**config.mk**
```make
export PLATFORM = sky130hd
export DESIGN_NAME = pac_activity_regs
export DESIGN_NICKNAME = d
export VERILOG_FILES = /design/src/pac_pkg.sv /design/src/pac_activity_regs.sv
export SDC_FILE = /design/constraint.sdc
export NUM_CORES = 1
export LEC_CHECK = 0
export ABC_AREA = 1
export ABC_CLOCK_PERIOD_IN_PS = 2300
export BUFFER_PORTS_ARGS = -buffer_cell sky130_fd_sc_hd__buf_2
export CAP_MARGIN = 10
export CORE_ASPECT_RATIO = 0.75
export CORE_MARGIN = 8
export CORE_UTILIZATION = 35
export CTS_BUF_LIST = sky130_fd_sc_hd__clkbuf_8
export DETAILED_ROUTE_END_ITERATION = 8
export HOLD_SLACK_MARGIN = 0.02
export SYNTH_ARGS = -nofsm -noshare
export SYNTH_HDL_FRONTEND = slang
export SYNTH_HIERARCHICAL = 1
export SYNTH_SLANG_ARGS = --single-unit
```
**constraint.sdc**
```tcl
create_clock -name ref_clk -period 2.3 [get_ports ref_clk]
set_input_delay 0.115 -clock ref_clk [delete_from_list [all_inputs] [get_ports ref_clk]]
set_output_delay 0.115 -clock ref_clk [all_outputs]
set_load 0.005 [all_outputs]
```
**src/pac_pkg.sv**
```systemverilog
// constants and carrier types for the activity status and class registers
package pac_pkg;

	////////////////////////////////////////////////////////////////////////
	// i/o port pair: index port and data port
	localparam logic [15:0] PAC_INDEX_PORT = 16'h0022;
	localparam logic [15:0] PAC_DATA_PORT  = 16'h0023;

	////////////////////////////////////////////////////////////////////////
	// register indexes behind the data port
	localparam logic [7:0] PAC_IDX_STAT_A  = 8'h66;
	localparam logic [7:0] PAC_IDX_STAT_B  = 8'h67;
	localparam logic [7:0] PAC_IDX_STAT_C  = 8'h68;
	localparam logic [7:0] PAC_IDX_STAT_D  = 8'h69;
	localparam logic [7:0] PAC_IDX_CLASS_A = 8'h6a;
	localparam logic [7:0] PAC_IDX_CLASS_B = 8'h6b;
	localparam logic [7:0] PAC_IDX_CLASS_C = 8'h6c;

	////////////////////////////////////////////////////////////////////////
	// implemented bits per group; reserved bits read zero
	localparam logic [7:0] PAC_MASK_A    = 8'h7f;
	localparam logic [7:0] PAC_MASK_B    = 8'h3f;
	localparam logic [7:0] PAC_MASK_FULL = 8'hff;

	// group c bits that come from pins
	localparam int PAC_BIT_AC_DETECT = 7;
	localparam int PAC_BIT_RX_TOGGLE = 1;
	localparam int PAC_BIT_RING      = 0;

	// reset values
	localparam logic [7:0] PAC_RST_INDEX = 8'h00;
	localparam logic [7:0] PAC_RST_STAT  = 8'h00;
	localparam logic [7:0] PAC_RST_CLASS = 8'h00;
	localparam logic [7:0] PAC_RST_RDATA = 8'h00;
	localparam logic [7:0] PAC_UNMAPPED  = 8'h00;

	////////////////////////////////////////////////////////////////////////
	// one byte per register group
	typedef struct packed {
		logic [7:0] a;
		logic [7:0] b;
		logic [7:0] c;
		logic [7:0] d;
	} pac_grp_s;

	// i/o cycle request, one-cycle strobes on ref_clk
	typedef struct packed {
		logic        wr;
		logic        rd;
		logic [15:0] addr;
		logic [7:0]  wdata;
	} pac_io_req_s;

	// one-cycle detection strobes from on-chip decode logic
	typedef struct packed {
		logic local_bus_cycle_seen;
		logic upper_rom_select_seen;
		logic rom_select_zero_seen;
		logic graphics_memory_seen;
		logic graphics_io_seen;
		logic second_serial_port_seen;
		logic first_serial_port_seen;
		logic keyboard_register_seen;
		logic keyboard_timer_expiry_seen;
		logic timer_tick_seen;
		logic other_interrupt_seen;
		logic main_memory_seen;
		logic key_press_seen;
		logic dma_request_seen;
		logic hard_drive_port_seen;
		logic floppy_port_seen;
		logic ext_graphics_memory_seen;
		logic ext_graphics_io_seen;
		logic system_register_seen;
		logic card_status_change_seen;
		logic card_ring_seen;
		logic socket_b_io_seen;
		logic socket_b_memory_seen;
		logic socket_a_io_seen;
		logic socket_a_memory_seen;
		logic parallel_port_seen;
	} pac_src_s;

	// all state of the register block
	typedef struct packed {
		logic [7:0] index;
		pac_grp_s   stat;
		logic [7:0] cls_a;
		logic [7:0] cls_b;
		logic [7:0] cls_c;
		logic [7:0] rdata;
		logic       primary;
		logic       secondary;
		logic [1:0] ac_sync;
		logic [1:0] rx_sync;
		logic [1:0] ring_sync;
		logic       rx_prev;
		logic       ring_prev;
	} pac_state_s;

endpackage

```
**src/pac_activity_regs.sv**
```systemverilog
// activity status and activity class registers behind the index/data port
`timescale 1ns/1ns
//
// What this block does
// [RULE_01] status bit sets to 1 on detected activity, reads 0 otherwise
// [RULE_02] writing 0 to a status bit clears it
// [RULE_03] class bit 0 means primary activity, 1 means secondary
// [RULE_04] software preserves reserved bits on read-modify-write
// [RULE_05] status a bit 6 records local-bus memory or i/o cycles
// [RULE_06] status a bits 5..0: rom selects, graphics, serial ports
// [RULE_07] status b bit 5 flags keyboard register accesses at 60h/64h
// [RULE_08] status b bit 3 timer tick, bit 2 other interrupts
// [RULE_09] status b bit 4 keyboard timer, bit 1 dram, bit 0 key press
// [RULE_10] status c bits 7..2: ac detect, dma, disks, external graphics
// [RULE_11] status c bit 1 receive toggle, bit 0 ring indicate
// [RULE_12] status d bits 7..5: system registers, card change, card ring
// [RULE_13] status d bits 4..0: socket b, socket a, parallel port
// [RULE_14] class a classifies group a sources at matching positions
// [RULE_15] class b classifies group b sources at matching positions
// [RULE_16] class c classifies ac detect, dma and hard drive sources
// [RULE_17] a source counts as activity only while its enable is 1
// [RULE_18] writing 1 to a status bit leaves it unchanged
// [RULE_19] detection wins over a same-cycle clearing write
//
module pac_activity_regs
	import pac_pkg::*;
(
	input  wire logic        ref_clk,
	input  wire logic        arst_n,
	input  wire pac_io_req_s io_req,
	output logic [7:0]       io_rdata,
	input  wire pac_src_s    src,
	input  wire pac_grp_s    src_enable,
	input  wire logic [7:0]  card_class,
	input  wire logic        ac_power_detect,
	input  wire logic        serial_rx,
	input  wire logic        serial_ring,
	output logic             primary_activity,
	output logic             secondary_activity
);

	////////////////////////////////////////////////////////////////////////
	// state
	pac_state_s state_q;
	pac_state_s state_d;

	pac_grp_s   det;
	pac_grp_s   hit;
	pac_grp_s   cls;
	logic       rx_fall;
	logic       ring_fall;
	logic       wr_data;
	logic       rd_data;
	logic       wr_index;
	logic       rd_index;
	logic [3:0] clr_grp;
	logic [7:0] rd_mux;
	logic [7:0] nxt_a;
	logic [7:0] nxt_b;
	logic [7:0] nxt_c;
	logic [7:0] nxt_d;
	pac_grp_s   pri_hit;
	pac_grp_s   sec_hit;

	////////////////////////////////////////////////////////////////////////
	// pin edges, taken after the second sync stage only
	assign rx_fall   = state_q.rx_prev & ~state_q.rx_sync[1];
	assign ring_fall = state_q.ring_prev & ~state_q.ring_sync[1];

	// raw detections arranged at their status bit positions
	always_comb begin
		// [RULE_05] local bus cycle
		det.a[7] = 1'b0;
		det.a[6] = src.local_bus_cycle_seen;
		// [RULE_06] rom, graphics, serial
		det.a[5] = src.upper_rom_select_seen;
		det.a[4] = src.rom_select_zero_seen;
		det.a[3] = src.graphics_memory_seen;
		det.a[2] = src.graphics_io_seen;
		det.a[1] = src.second_serial_port_seen;
		det.a[0] = src.first_serial_port_seen;
		// [RULE_07] keyboard registers
		det.b[7:6] = 2'b00;
		det.b[5]   = src.keyboard_register_seen;
		// [RULE_09] keyboard timer expiry
		det.b[4] = src.keyboard_timer_expiry_seen;
		// [RULE_08] tick and other interrupts
		det.b[3] = src.timer_tick_seen;
		det.b[2] = src.other_interrupt_seen;
		// [RULE_09] dram and key press
		det.b[1] = src.main_memory_seen;
		det.b[0] = src.key_press_seen;
		// [RULE_10] power, dma, disks, external graphics
		det.c[PAC_BIT_AC_DETECT] = state_q.ac_sync[1];
		det.c[6] = src.dma_request_seen;
		det.c[5] = src.hard_drive_port_seen;
		det.c[4] = src.floppy_port_seen;
		det.c[3] = src.ext_graphics_memory_seen;
		det.c[2] = src.ext_graphics_io_seen;
		// [RULE_11] serial receive and ring edges
		det.c[PAC_BIT_RX_TOGGLE] = rx_fall;
		det.c[PAC_BIT_RING]      = ring_fall;
		// [RULE_12] system registers, card events
		det.d[7] = src.system_register_seen;
		det.d[6] = src.card_status_change_seen;
		det.d[5] = src.card_ring_seen;
		// [RULE_13] sockets and parallel port
		det.d[4] = src.socket_b_io_seen;
		det.d[3] = src.socket_b_memory_seen;
		det.d[2] = src.socket_a_io_seen;
		det.d[1] = src.socket_a_memory_seen;
		det.d[0] = src.parallel_port_seen;
	end

	////////////////////////////////////////////////////////////////////////
	// [RULE_17] gate by source enables
	always_comb begin
		hit.a = det.a & src_enable.a & PAC_MASK_A;
		hit.b = det.b & src_enable.b & PAC_MASK_B;
		hit.c = det.c & src_enable.c & PAC_MASK_FULL;
		hit.d = det.d & src_enable.d & PAC_MASK_FULL;
	end

	// [RULE_14] class vectors per group
	always_comb begin
		cls.a = state_q.cls_a;
		cls.b = state_q.cls_b;
		cls.c = state_q.cls_c;
		cls.d = card_class;
	end

	// [RULE_03] class 0 sorts a hit as primary, 1 as secondary
	always_comb begin
		pri_hit.a = hit.a & ~cls.a;
		pri_hit.b = hit.b & ~cls.b;
		pri_hit.c = hit.c & ~cls.c;
		pri_hit.d = hit.d & ~cls.d;
		sec_hit.a = hit.a & cls.a;
		sec_hit.b = hit.b & cls.b;
		sec_hit.c = hit.c & cls.c;
		sec_hit.d = hit.d & cls.d;
	end

	////////////////////////////////////////////////////////////////////////
	// i/o decode
	assign wr_data  = io_req.wr && (io_req.addr == PAC_DATA_PORT);
	assign rd_data  = io_req.rd && (io_req.addr == PAC_DATA_PORT);
	assign wr_index = io_req.wr && (io_req.addr == PAC_INDEX_PORT);
	assign rd_index = io_req.rd && (io_req.addr == PAC_INDEX_PORT);

	// read multiplexer on the current index
	always_comb begin
		if (state_q.index == PAC_IDX_STAT_A) begin
			rd_mux = state_q.stat.a;
		end else if (state_q.index == PAC_IDX_STAT_B) begin
			rd_mux = state_q.stat.b;
		end else if (state_q.index == PAC_IDX_STAT_C) begin
			rd_mux = state_q.stat.c;
		end else if (state_q.index == PAC_IDX_STAT_D) begin
			rd_mux = state_q.stat.d;
		end else if (state_q.index == PAC_IDX_CLASS_A) begin
			rd_mux = state_q.cls_a;
		end else if (state_q.index == PAC_IDX_CLASS_B) begin
			rd_mux = state_q.cls_b;
		end else if (state_q.index == PAC_IDX_CLASS_C) begin
			rd_mux = state_q.cls_c;
		end else begin
			rd_mux = PAC_UNMAPPED;
		end
	end

	////////////////////////////////////////////////////////////////////////
	// [RULE_02] status clear decode, bit 3 is group a
	always_comb begin
		clr_grp = 4'h0;
		if (state_q.index == PAC_IDX_STAT_A) begin
			clr_grp[3] = wr_data;
		end else if (state_q.index == PAC_IDX_STAT_B) begin
			clr_grp[2] = wr_data;
		end else if (state_q.index == PAC_IDX_STAT_C) begin
			clr_grp[1] = wr_data;
		end else if (state_q.index == PAC_IDX_STAT_D) begin
			clr_grp[0] = wr_data;
		end
	end

	// [RULE_19] sticky update per group, set after clear
	pac_sticky_next #(
		.WIDTH (8)
	) stat_a_next (
		.cur    (state_q.stat.a),
		.hit    (hit.a),
		.clr_en (clr_grp[3]),
		.wdata  (io_req.wdata),
		.mask   (PAC_MASK_A),
		.nxt    (nxt_a)
	);

	// group b: keyboard, timer, interrupt, dram sources
	pac_sticky_next #(
		.WIDTH (8)
	) stat_b_next (
		.cur    (state_q.stat.b),
		.hit    (hit.b),
		.clr_en (clr_grp[2]),
		.wdata  (io_req.wdata),
		.mask   (PAC_MASK_B),
		.nxt    (nxt_b)
	);

	// group c: power, dma, disks, graphics, serial pins
	pac_sticky_next #(
		.WIDTH (8)
	) stat_c_next (
		.cur    (state_q.stat.c),
		.hit    (hit.c),
		.clr_en (clr_grp[1]),
		.wdata  (io_req.wdata),
		.mask   (PAC_MASK_FULL),
		.nxt    (nxt_c)
	);

	// group d: system registers, card sockets, parallel port
	pac_sticky_next #(
		.WIDTH (8)
	) stat_d_next (
		.cur    (state_q.stat.d),
		.hit    (hit.d),
		.clr_en (clr_grp[0]),
		.wdata  (io_req.wdata),
		.mask   (PAC_MASK_FULL),
		.nxt    (nxt_d)
	);

	////////////////////////////////////////////////////////////////////////
	// next state
	always_comb begin
		state_d = state_q;

		// two-stage synchronisers and edge history
		state_d.ac_sync   = {state_q.ac_sync[0], ac_power_detect};
		state_d.rx_sync   = {state_q.rx_sync[0], serial_rx};
		state_d.ring_sync = {state_q.ring_sync[0], serial_ring};
		state_d.rx_prev   = state_q.rx_sync[1];
		state_d.ring_prev = state_q.ring_sync[1];

		// index port write
		if (wr_index) begin
			state_d.index = io_req.wdata;
		end

		// class register writes; reserved class bits are dropped
		if (wr_data) begin
			if (state_q.index == PAC_IDX_CLASS_A) begin
				state_d.cls_a = io_req.wdata & PAC_MASK_A;
			end else if (state_q.index == PAC_IDX_CLASS_B) begin
				// [RULE_15] keyboard and timer classes
				state_d.cls_b = io_req.wdata & PAC_MASK_B;
			end else if (state_q.index == PAC_IDX_CLASS_C) begin
				// [RULE_16] power, dma, disk classes
				state_d.cls_c = io_req.wdata & PAC_MASK_FULL;
			end
		end

		// [RULE_01] sticky status from the per-group update
		state_d.stat.a = nxt_a;
		state_d.stat.b = nxt_b;
		state_d.stat.c = nxt_c;
		state_d.stat.d = nxt_d;

		// [RULE_03] one pulse per class for this cycle's activity
		state_d.primary   = |pri_hit;
		state_d.secondary = |sec_hit;

		// read data captured on the read strobe
		if (rd_data) begin
			state_d.rdata = rd_mux;
		end else if (rd_index) begin
			state_d.rdata = state_q.index;
		end
	end

	////////////////////////////////////////////////////////////////////////
	// state register
	always_ff @(posedge ref_clk or negedge arst_n) begin
		if (!arst_n) begin
			state_q.index     <= PAC_RST_INDEX;
			state_q.stat      <= {4{PAC_RST_STAT}};
			state_q.cls_a     <= PAC_RST_CLASS;
			state_q.cls_b     <= PAC_RST_CLASS;
			state_q.cls_c     <= PAC_RST_CLASS;
			state_q.rdata     <= PAC_RST_RDATA;
			state_q.primary   <= 1'b0;
			state_q.secondary <= 1'b0;
			state_q.ac_sync   <= 2'b00;
			state_q.rx_sync   <= 2'b11;
			state_q.ring_sync <= 2'b11;
			state_q.rx_prev   <= 1'b1;
			state_q.ring_prev <= 1'b1;
		end else begin
			state_q <= state_d;
		end
	end

	// outputs straight from flip-flops
	assign io_rdata           = state_q.rdata;
	assign primary_activity   = state_q.primary;
	assign secondary_activity = state_q.secondary;

endmodule

////////////////////////////////////////////////////////////////////////////
// next value of one sticky status group
module pac_sticky_next
	import pac_pkg::*;
#(
	parameter int WIDTH = 8
)
(
	input  wire logic [WIDTH-1:0] cur,
	input  wire logic [WIDTH-1:0] hit,
	input  wire logic             clr_en,
	input  wire logic [WIDTH-1:0] wdata,
	input  wire logic [WIDTH-1:0] mask,
	output logic      [WIDTH-1:0] nxt
);

	logic [WIDTH-1:0] kept;

	// [RULE_02] zeros written clear
	// [RULE_18] ones written keep
	always_comb begin
		if (clr_en) begin
			kept = cur & wdata;
		end else begin
			kept = cur;
		end
	end

	// [RULE_19] a same-cycle detection sets the bit again
	assign nxt = (kept | hit) & mask;

endmodule

```
==> reports/qor.yml <==
yosys:
  netlist_top_cells_area: "dfrtp_1, inv_1, nand2_1"
  yosysWarnings: 6
  synth_common_cells: "inv_1, nand2_1, dfrtp_1"
  yosysTopAreaCell: "dfrtp_1"
  synth_seq_area_share_pct: 40.2
  ys_async_sr_fraction_pct: 100
  ys_ff_latch: 79
  synth_edf_count: 0
  synth_most_common_cell: "inv_1"
  syn-cell-area_mm2: 0.00493
  syn_inst: 682
  synth_area_per_cell_um2: 7.24
  ys.flop_type: "dfrtp_1"
  netlist.area_leader.share_pct: 37.0
  ys_types: 36
cts:
  cts_htree_levels: 3
  postCtsSetupBuffers: 0
  cts_root_buffer: "clkbuf_8"
  insertion_delay_ns: 0.37
  clk_pin_slew_ns: 0.09
  cts_hold_buf: 4
  cts_buffers: 9
  clock-sinks: 79
  cts_tree: "built"
  cts_resized: 0
  cts_max_path_buffers: 2
floorplan:
  core-area_mm2: 0.0137
  die-area_mm2: 0.0182
  rows: 37
  boundaryPins: 107
  die_h_um: 119
  die_w_um: 153
  start_util_pct: 35.9
critical_path:
  end_kind: "register"
  r2r_slack_ns: 0.39
  required_ns: 2.60
  startpoint: "state_q[81]$_DFFE_PN0P_"
  crit_path_start_kind: "register"
  timing.rr.end: "io_rdata[4]$_DFFE_PN0P_"
  crit_arrival_ns: 2.21
  r2r_cells: 10
  crit_type: "register to register"
  reg2reg_from: "state_q[81]$_DFFE_PN0P_"
  slowest_delay_ns: 0.40
  cp_slowest_cell: "dfrtp_1"
  path_delay_family: "simple AND/OR/NAND/NOR gates"
  critPathBufInv: 2
  cp_max_fo: 27
  path_cells: "inv_1 > nand2_1 > nor2_8 > buf_4 > nand3_1 > nand2_1 > nor2_1 > nand4_1 > nand2_1 > a21oi_2"
  crit_top_cell: "nand2_1"
layout:
  design_area_mm2: 0.00592
  syn_to_final_growth_pct: 19.9
  antenna_cells: 0
  final_layout_size_suffix_gt1_share_pct: 23.5
  nets: 917
  post-route-util_pct: 43.0
detailed_routing:
  ant_nets: 0
  drc: 0
  finalWirelength_um: 14700
  wl_per_cell_um: 14.7
  num_vias: 4483
  dr.pass1.iters: 5
  drtIter0Drc: 485
  via_per_inst: 4.48
sta:
  slew_headroom_pct: 59.1
  slew_viol_final: 0
  tightest_slew_ns: 0.612
  fmax_mhz: 525
  post-route-period-util_pct: 82.8
  timing.final.crit_period_ns: 1.91
  hold_viol: 0
  hold-worst-slack_ns: 0.0627
  setup_tns_ns: 0
  fin_skew_ns: 0.00939
  rsz0062_at_grt: "no"
  setup_viol: 0
min_path:
  holdPathEnd: "io_rdata[5]$_DFFE_PN0P_"
  min_path_type: "input pin to register"
  holdPathStages: 4
  hold_start: "io_req[24]"
global_route:
  overflow: 0
  grt_max_degree: 45
  grt_pass1_vias: 4453
  grt_pass1_wl_um: 23900
  grt_use_total_pct: 16.7
  antenna_found_initial: 0
placed_design:
  gp_congestion: 0.911
  io_buffers: 103
  place_area_mm2: 0.00568
  hpwl_um: 11800
power:
  power.leakage_nw: 3.33
  powerDensity_mw_per_mm2: 487
  peakVddDrop_mv: 0.255
  finalPower_mw: 2.88
status:
  status: "complete, no violations"
job:
  cap_viol_max_count: 0
==> power by group <==
group	leakage [nW]	internal, mW	switching (mW)
logic	2.19	0.138	0.213
registers	1.04	1.44	0.0255
clock network	0.0992	0.503	0.563
==> layout make-up <==
| cell class | count | area [um^2] |
|---|---|---|
| clock buffers | 9 | 124 |
| clock inverters | 7 | 73.8 |
| fillers | 1410 | 7830 |
| inverters | 170 | 638 |
| multi-input cells | 444 | 2240 |
| flip-flops and latches | 79 | 1980 |
| well taps | 175 | 219 |
| repair buffers | 116 | 638 |
==> worst reg2reg max path: cells and delay by family, from the launching register on <==
kind / cells / cell delay [ns]
flops: 1 / 0.40
compound gates: 1 / 0.12
buf+inv: 2 / 0.38
simple gates: 7 / 0.95
==> registers in the layout, indices dropped and copies added (netlist names) <==
signal / cells
secondary_activity: 1
io_rdata: 8
det: 1
state_d: 5
state_q: 42
cls: 21
primary_activity: 1
==> stage by stage <==
step / worst slack, ns / instances
6_report: 0.395 / 1000
3_3_place_gp: 0.452 / 980
4_1_cts: 0.410 / 1000
3_5_place_dp: 0.442 / 980
5_1_grt: 0.263 / 1000
2_1_floorplan: 0.654 / 715
==> metal layers <==
layer	vias up	wire, um	global-route usage, %
li1	2335	-	-
met1	1990	7370	24.6
met2	145	6200	24.0
met3	13	977	3.72
met4	0	194	4.38
met5	-	0	0
==> worst max-delay path by stage <==
stage                              endpoint  slack, ns  depth (start not counted)
global route        io_rdata[4]$_DFFE_PN0P_       0.26                         10
detailed placement  io_rdata[4]$_DFFE_PN0P_       0.44                         10
floorplan             state_q[50]$_DFF_PN0_       0.65                         10
finish              io_rdata[4]$_DFFE_PN0P_       0.39                         10
CTS                 io_rdata[4]$_DFFE_PN0P_       0.41                         10
global placement      state_q[72]$_DFF_PN0_       0.45                          9
==> kinds of logic after synthesis <==
group,count (synthesis),synth area share (%)
AND/OR/NAND/NOR,299,27.0
buffers and inverters,192,16.9
AO/OA/AOI/OAI,110,15.7
flip-flops,79,40.2
other,2,0.152
==> cell usage in the layout, fill, tap and decap left out, drive strengths merged, types with 2 or more instances in the layout <==
cell,instances
a21oi,41
conb,35
clkbuf,9
dfstp,6
o22ai,13
nor2,69
nand2,167
clkinv,5
a22o,2
dlygate4sd3,4
o2111ai,6
a221oi,4
nor3,2
nand4,12
nand3,46
dfrtp,73
inv,170
o21ai,41
buf,112
(Power assumes the default switching activity.)
